File: config.mk
export PLATFORM = sky130hd
export DESIGN_NAME = bwd_top
export DESIGN_NICKNAME = d
export VERILOG_FILES = /design/src/bwd_pkg.sv /design/src/bwd_top.sv
export SDC_FILE = /design/constraint.sdc
export NUM_CORES = 1
export LEC_CHECK = 0
export BUFFER_PORTS_ARGS = -buffer_cell sky130_fd_sc_hd__buf_4
export CORE_ASPECT_RATIO = 1.1
export CORE_MARGIN = 5
export CORE_UTILIZATION = 50
export CTS_CLUSTER_DIAMETER = 120
export DETAILED_ROUTE_END_ITERATION = 7
export PLACE_DENSITY = 0.77
export SLEW_MARGIN = 0
export SYNTH_ARGS = -nofsm -noshare
export SYNTH_HDL_FRONTEND = slang
export SYNTH_SLANG_ARGS = --single-unit
export TNS_END_PERCENT = 5
File: constraint.sdc
create_clock -name clk_sys -period 2.1 [get_ports clk_sys]
set_input_delay 0.21 -clock clk_sys [delete_from_list [all_inputs] [get_ports clk_sys]]
set_output_delay 0.21 -clock clk_sys [all_outputs]
set_load 0.01 [all_outputs]
File: src/bwd_pkg.sv
// ==================================================================
// Shared constants and types
// ==================================================================
package bwd_pkg;

    // Register byte offsets on the APB.
    localparam logic [7:0] OFS_CTRL = 8'h00;
    localparam logic [7:0] OFS_SERVICE = 8'h04;
    localparam logic [7:0] OFS_STATUS = 8'h08;
    localparam logic [7:0] OFS_MASK = 8'h0c;
    localparam logic [7:0] OFS_COUNT = 8'h10;

    // Control register field positions.
    localparam int CTRL_EN_BIT = 0;
    localparam int CTRL_ACT_LSB = 1;
    localparam int CTRL_SEL_LSB = 4;

    // Status and mask bit positions.
    localparam int STS_EXPIRED_BIT = 0;
    localparam int STS_REFUSED_BIT = 1;
    localparam int STS_W = 2;

    // Reset values.
    localparam logic [1:0] ACT_RESET_VAL = 2'h0;
    localparam logic [3:0] SEL_RESET_VAL = 4'h0;
    localparam logic [1:0] MASK_RESET_VAL = 2'h0;

    // Timeout steps: the number of base steps doubles for each selector value.
    localparam logic [3:0] SEL_MAX = 4'hb;
    localparam int REMAIN_W = 12;

    // Timing: clock rate and the base step of the timeout.
    localparam int unsigned CLK_HZ = 20_000_000;
    localparam int unsigned TICK_MS = 125;
    localparam int unsigned TICK_CYCLES = CLK_HZ / 1000 * TICK_MS;
    localparam int TICK_W = 22;

    // Board reset request pulse width.
    localparam int unsigned RST_HOLD_NS = 1000;
    localparam int unsigned RST_HOLD_CYCLES = RST_HOLD_NS / (1_000_000_000 / CLK_HZ);
    localparam int HOLD_W = 5;

    typedef enum logic [1:0] {
        ACT_SMI,
        ACT_IRQ,
        ACT_RST
    } bwd_action_t;

    typedef enum logic [1:0] {
        ST_OFF,
        ST_RUN,
        ST_RST
    } bwd_state_t;

    // Whole state of the watchdog top.
    typedef struct packed {
        logic pready;
        logic pslverr;
        logic [31:0] prdata;
        bwd_state_t st;
        logic en;
        logic [1:0] act;
        logic [3:0] sel;
        logic [REMAIN_W-1:0] remain;
        logic [STS_W-1:0] sts;
        logic [STS_W-1:0] mask;
        logic irq;
        logic smi;
        logic irq_req;
        logic brd_rst;
        logic pci_rst_n;
        logic [HOLD_W-1:0] hold;
    } bwd_regs_t;

    // State of the base tick divider.
    typedef struct packed {
        logic [TICK_W-1:0] cnt;
        logic tick;
    } bwd_div_t;

    // Number of base ticks for a timeout selector.
    function automatic logic [REMAIN_W-1:0] bwd_ticks(input logic [3:0] sel);
        bwd_ticks = REMAIN_W'(1) << sel;
    endfunction

    // Out-of-range selectors are clamped to the longest timeout.
    function automatic logic [3:0] bwd_clamp_sel(input logic [3:0] sel);
        bwd_clamp_sel = (sel > SEL_MAX) ? SEL_MAX : sel;
    endfunction

endpackage

// ==================================================================
// Base tick divider
// ==================================================================
module bwd_tick_div
    import bwd_pkg::*;
#(
    parameter int unsigned TICK_LEN = TICK_CYCLES
) (
    input wire logic clk_sys,
    input wire logic rst,
    input wire logic run,
    input wire logic clear,
    output logic tick
);

    bwd_div_t r_reg;
    bwd_div_t r_next;

    // Count only while running; a clear restarts a full base step.
    always_comb begin
        r_next = r_reg;
        r_next.tick = 1'b0;
        if (clear || !run) begin
            r_next.cnt = '0;
        end else if (r_reg.cnt == TICK_W'(TICK_LEN - 1)) begin
            r_next.cnt = '0;
            r_next.tick = 1'b1;
        end else begin
            r_next.cnt = r_reg.cnt + TICK_W'(1);
        end
    end

    // Synchronous reset register.
    always_ff @(posedge clk_sys) begin
        if (rst) begin
            r_reg <= '0;
        end else begin
            r_reg <= r_next;
        end
    end

    assign tick = r_reg.tick;

endmodule

File: src/bwd_top.sv
// ==================================================================
// Board watchdog timer with APB register access
// ==================================================================
module bwd_top
    import bwd_pkg::*;
#(
    parameter int unsigned TICK_LEN = TICK_CYCLES
) (
    input wire logic clk_sys,
    input wire logic rst,
    input wire logic psel,
    input wire logic penable,
    input wire logic pwrite,
    input wire logic [7:0] paddr,
    input wire logic [31:0] pwdata,
    output logic [31:0] prdata,
    output logic pready,
    output logic pslverr,
    output logic irq,
    output logic wd_smi,
    output logic wd_irq_req,
    output logic board_reset_req,
    output logic pci_bus_rst_n,
    output logic watchdog_status_lamp
);

    bwd_regs_t r_reg;
    bwd_regs_t r_next;
    logic tick;
    logic tick_clr;
    logic setup;
    logic access;
    logic wr_ctrl;
    logic wr_service;
    logic rd_status;
    logic wr_mask;

    // ==============================================================
    // Bus phase decode
    // ==============================================================

    // The slave answers with no wait state: pready rises in the access
    // phase that follows the setup cycle, so every transfer takes two cycles.
    assign setup = psel && !penable;
    assign access = psel && penable && r_reg.pready;
    assign wr_ctrl = access && pwrite && (paddr == OFS_CTRL);
    assign wr_service = access && pwrite && (paddr == OFS_SERVICE);
    assign wr_mask = access && pwrite && (paddr == OFS_MASK);
    assign rd_status = access && !pwrite && (paddr == OFS_STATUS);

    // The divider restarts when a service or the enabling write loads the count,
    // so that the first base step after a service is a full one.
    assign tick_clr = (wr_service && r_reg.st == ST_RUN) ||
                      (wr_ctrl && !r_reg.en && pwdata[CTRL_EN_BIT]);

    bwd_tick_div #(
        .TICK_LEN(TICK_LEN)
    ) u_div (
        .clk_sys(clk_sys),
        .rst(rst),
        .run(r_reg.st == ST_RUN),
        .clear(tick_clr),
        .tick(tick)
    );

    // ==============================================================
    // Next-state logic
    // ==============================================================

    // One process computes the whole next state: bus answers, control
    // fields, the countdown and the expiry actions.
    always_comb begin
        r_next = r_reg;
        r_next.pready = 1'b0;
        r_next.pslverr = 1'b0;
        r_next.smi = 1'b0;

        // Setup cycle: prepare the answer so it leaves a flip-flop.
        if (setup) begin
            r_next.pready = 1'b1;
            r_next.prdata = '0;
            unique case (paddr)
                OFS_CTRL: begin
                    r_next.prdata[CTRL_EN_BIT] = r_reg.en;
                    r_next.prdata[CTRL_ACT_LSB +: 2] = r_reg.act;
                    r_next.prdata[CTRL_SEL_LSB +: 4] = r_reg.sel;
                end
                OFS_SERVICE: begin
                    r_next.prdata = '0;
                end
                OFS_STATUS: begin
                    r_next.prdata[STS_W-1:0] = r_reg.sts;
                end
                OFS_MASK: begin
                    r_next.prdata[STS_W-1:0] = r_reg.mask;
                end
                OFS_COUNT: begin
                    r_next.prdata[REMAIN_W-1:0] = r_reg.remain;
                end
                default: begin
                    r_next.pslverr = 1'b1;
                end
            endcase
            if (pwrite) begin
                r_next.prdata = '0;
            end
        end

        // Reading the status register clears it; events below win.
        if (rd_status) begin
            r_next.sts = '0;
        end

        if (wr_mask) begin
            r_next.mask = pwdata[STS_W-1:0];
        end

        // Control writes are refused as a whole once enabled, so the
        // enable, action and timeout cannot be changed.
        if (wr_ctrl) begin
            if (r_reg.en) begin
                r_next.sts[STS_REFUSED_BIT] = 1'b1;
            end else begin
                r_next.act = pwdata[CTRL_ACT_LSB +: 2];
                r_next.sel = bwd_clamp_sel(pwdata[CTRL_SEL_LSB +: 4]);
                if (pwdata[CTRL_EN_BIT]) begin
                    r_next.en = 1'b1;
                    r_next.st = ST_RUN;
                    r_next.remain = bwd_ticks(bwd_clamp_sel(pwdata[CTRL_SEL_LSB +: 4]));
                end
            end
        end

        unique case (r_reg.st)
            ST_OFF: begin
                r_next.irq_req = 1'b0;
            end
            ST_RUN: begin
                // A service reloads the full timeout and drops the request.
                if (wr_service) begin
                    r_next.remain = bwd_ticks(r_reg.sel);
                    r_next.irq_req = 1'b0;
                end else if (tick) begin
                    if (r_reg.remain == REMAIN_W'(1)) begin
                        r_next.remain = bwd_ticks(r_reg.sel);
                        r_next.sts[STS_EXPIRED_BIT] = 1'b1;
                        case (r_reg.act)
                            ACT_SMI: begin
                                r_next.smi = 1'b1;
                            end
                            ACT_IRQ: begin
                                r_next.irq_req = 1'b1;
                            end
                            ACT_RST: begin
                                r_next.st = ST_RST;
                                r_next.brd_rst = 1'b1;
                                r_next.pci_rst_n = 1'b0;
                                r_next.hold = HOLD_W'(RST_HOLD_CYCLES - 1);
                            end
                            default: begin
                                // Reserved code: expiry is only recorded.
                            end
                        endcase
                    end else begin
                        r_next.remain = r_reg.remain - REMAIN_W'(1);
                    end
                end
            end
            ST_RST: begin
                // Hold the reset request, then wait for the board reset.
                if (r_reg.hold != '0) begin
                    r_next.hold = r_reg.hold - HOLD_W'(1);
                end else begin
                    r_next.brd_rst = 1'b0;
                    r_next.pci_rst_n = 1'b1;
                end
            end
        endcase

        // Level interrupt while any unmasked sticky bit is set.
        r_next.irq = |(r_next.sts & r_next.mask);
    end

    // ==============================================================
    // State register
    // ==============================================================

    // Only a board reset disables the watchdog again.
    always_ff @(posedge clk_sys) begin
        if (rst) begin
            r_reg.pready <= 1'b0;
            r_reg.pslverr <= 1'b0;
            r_reg.prdata <= 32'h0000_0000;
            r_reg.st <= ST_OFF;
            r_reg.en <= 1'b0;
            r_reg.act <= ACT_RESET_VAL;
            r_reg.sel <= SEL_RESET_VAL;
            r_reg.remain <= '0;
            r_reg.sts <= '0;
            r_reg.mask <= MASK_RESET_VAL;
            r_reg.irq <= 1'b0;
            r_reg.smi <= 1'b0;
            r_reg.irq_req <= 1'b0;
            r_reg.brd_rst <= 1'b0;
            r_reg.pci_rst_n <= 1'b1;
            r_reg.hold <= '0;
        end else begin
            r_reg <= r_next;
        end
    end

    // ==============================================================
    // Outputs
    // ==============================================================

    // Every output is a bit of the state register.
    assign prdata = r_reg.prdata;
    assign pready = r_reg.pready;
    assign pslverr = r_reg.pslverr;
    assign irq = r_reg.irq;
    assign wd_smi = r_reg.smi;
    assign wd_irq_req = r_reg.irq_req;
    assign board_reset_req = r_reg.brd_rst;
    assign pci_bus_rst_n = r_reg.pci_rst_n;
    assign watchdog_status_lamp = r_reg.en;

endmodule

==> flow_summary.toml <==
[power]
ir_drop_uv = 558
sw_frac_of_total_pct = 23.2
p_switching_uw = 601
p_per_area_mw_per_mm2 = 544
p_int_uw = 1990
leakage_uw = 0.00178
combPwrFrac_pct = 4.5
clockPowerShare_pct = 42.8
seqPwrFrac_pct = 52.7

[layout]
diodes = 0
layout.nets = 605
fillCellCount = 735
drive_gt1_share_pct = 20.9
layout_commonest_cell = "buf_4"
regArea_mm2 = 0.00145
area_delta_synth_final_pct = 17.3
final_cells = 668
multi_input_area_mm2 = 0.00234
largest_register_ff_count = 29
finalInstanceArea_mm2 = 0.00476
mostFrequentLayoutCells = "buf_4 (77), dfxtp_1 (70), nor2_1 (67)"

[global_route]
grt_util_met2_pct = 33.6
grt_pass1_wl_mm = 17.0
grtUsageMet3_pct = 4.27
grtUsageTotal_pct = 21.4
grt-busiest-layer = "met2"
grt-ovfl-total = 0
grt_antenna_before_repair = 0
grt_pass1_vias = 3530
grt_max_degree = 44
use_met1_pct = 28.0

[floorplan]
die_h_um = 105
die_x_um = 95.9
die-area_mm2 = 0.0100
start_util_pct = 51.3
fp.coreArea_mm2 = 0.00791
rows = 34
io_pins = 85

[placement]
gp_congestion = 0.999
dpl.cell_count = 652
dp_hpwl_mm = 7.72
placed_cell_area_mm2 = 0.00450
port_buffers = 39

[timing]
final_hold_viol_count = 0
rsz0062_at_grt = "yes"
drv_slew = 0
setup_slack_ns = -0.0351
fin_crit_sh_pct = 102
finalSetupViolations = 2
fmax_ghz = 0.468
relSlewSlack_pct = 62.7
fin_crit_ns = 2.14
skew_ns = 0.00792
worst_pin_slew_ns = 0.557

[logic_synthesis]
synthAdderAreaFrac_pct = 1.54
yosysWarnings = 0
synth-async-reset-ratio_pct = 0
seq_area_frac_synth_pct = 35.5
synthesis.area_mm2 = 0.00406
synthXorXnorAreaFrac_pct = 5.61
yosys.area.top_type = "dfxtp_1"
synthSimpleGateAreaFrac_pct = 30.2
synth_mux_area_share_pct = 2.96
synthTopCellsByArea = "dfxtp_1 (35%), nor2_1 (6.2%), buf_4 (5.9%), xnor2_1 (3.9%), a21oi_1 (3.3%)"
ys_types = 62
synth_top_area_share_pct = 35.5
synth-compound-area-share_pct = 14.0
ys_ff_latch = 72
ys.flop_type = "dfxtp_1"
synth_top_family_by_area = "simple AND/OR/NAND/NOR gates"
synth_cells = 504
postSynthAreaPerCell_um2 = 8.06
synth_edf_count = 0

[setup_path]
critPathKind = "register to register"
path_max_fanout = 4
cp.required_ns = 2.40
cp_num_buf_inv = 1
cp_cell_sequence = "inv_2 -> ha_1 -> or4b_4 -> or3_4 -> or4_4 -> o21ai_1 -> a211o_1"
end_kind = "register"
crit_family = "simple AND/OR/NAND/NOR gates"
crit_arrival_ns = 2.43
crit_path_start_kind = "register"
cp.depth = 7
cpMaxStageDelayCell = "or4_4"
slowest_delay_ns = 0.49
worstRegToRegCells = 7

[routing]
drt-initial-drc-count = 261
avgRoutedWirePerCell_um = 15.5
num_vias = 3810
drt_wl_total_mm = 10.4
drc = 0
vias_per_cell = 5.70
firstDrtPassIters = 5
ant_nets = 0

[hold_path]
holdPathStages = 3
hold_class = "input pin to register"

[clock_tree]
cts_htree_levels = 3
cts_tree = "built"
postCtsSetupBuffers = 0
clock_sinks = 72
root_buffer = "clkbuf_8"
cts_made_buffers = 9
clkLatencyLatePin_ns = 0.36
cts_buffer_depth = 2
cts.clk_slew.worst_paths_ns = 0.08

[run_status]
status = "complete, but fails checks"
violations = "setup timing"

[run]
cap_violations = 0
routing by layer:
metal  share of wire [%]  wire length (µm)
met1                  43              4470
met2                  47              4850
met3                 7.0               729
met4                 3.1               318
met5                   0                 0
final cells by class:
type / instances / share of cell area, %
multi-input combinational: 380 / 49.2
tap: 108 / 2.84
timing repair buffer: 78 / 12.4
clock buffer: 11 / 2.97
sequential: 72 / 30.4
inverter: 14 / 1.10
clock inverter: 5 / 1.16
repair_timing:
item / in CTS / in global routing
hold buffers: 0 / 0
endpoints found under the setup margin: 10 / 15
pin swaps: 2 / 1
gates resized for setup: 3 / 10
power groups by stage:
stage          clock network, µW  logic [µW]  registers [µW]
4_1_cts                     1140         115            1360
5_1_grt                     1200         129            1360
2_1_floorplan                  0        90.1            1400
3_5_place_dp                   0         114            1400
3_3_place_gp                   0         112            1400
6_report                    1110         117            1360
cells in the mapped netlist, drive strengths merged, types with 3 or more instances:
cell type and instances:
dfxtp 72, nor2 67, buf 37, nand2 33
a21oi 28, nor3 24, clkbuf 20, xnor2 18
inv 14, nand2b 14, o21ai 14, nand3 13
mux2i 12, a22oi 10, nor4 9, or4 9
and3 8, nand4 8, nor2b 8, or3 8
xor2 8, nor4b 7, o22ai 6, a211oi 5
a31oi 5, ha 5, and4 4, nand3b 4
a21o 3, nor3b 3
path summary, 6_finish.rpt:
kind                            slack, ns      start   endpoint
worst max-delay path                -0.04  r_reg[15]  r_reg[15]
worst min-delay path                 0.11  pwdata[2]  r_reg[31]
worst max register to register      -0.04  r_reg[15]  r_reg[15]
worst min register to register       0.45  prdata[0]  prdata[0]
through the flow:
stage               hold slack, ns  utilization (%)  TNS, ns  setup WS, ns  power, µW
floorplan                    0.357                -  -0.0656       -0.0656       1490
global placement             0.442             56.9   -0.114       -0.0918       1510
detailed placement           0.446             56.9   -0.249        -0.103       1510
CTS                         0.0975             59.6  -0.0581       -0.0413       2620
global route                 0.125             60.2   -0.651        -0.111       2690
finish                       0.108             60.2  -0.0361       -0.0351       2590
worst min-delay path, cell delays in order:
cell and delay (ns):
buf_4 0.08, mux2i_1 0.06, nor2_1 0.08
kinds of logic after synthesis:
family,count (synthesis)
xor gates and xnor gates,26
DFF,72
and+or+nand+nor,229
adders and majority gates,5
other,1
muxes,12
buffers and inverters,71
AOI/OAI and AO/OA,88
Power figures use the tool's default switching activity.
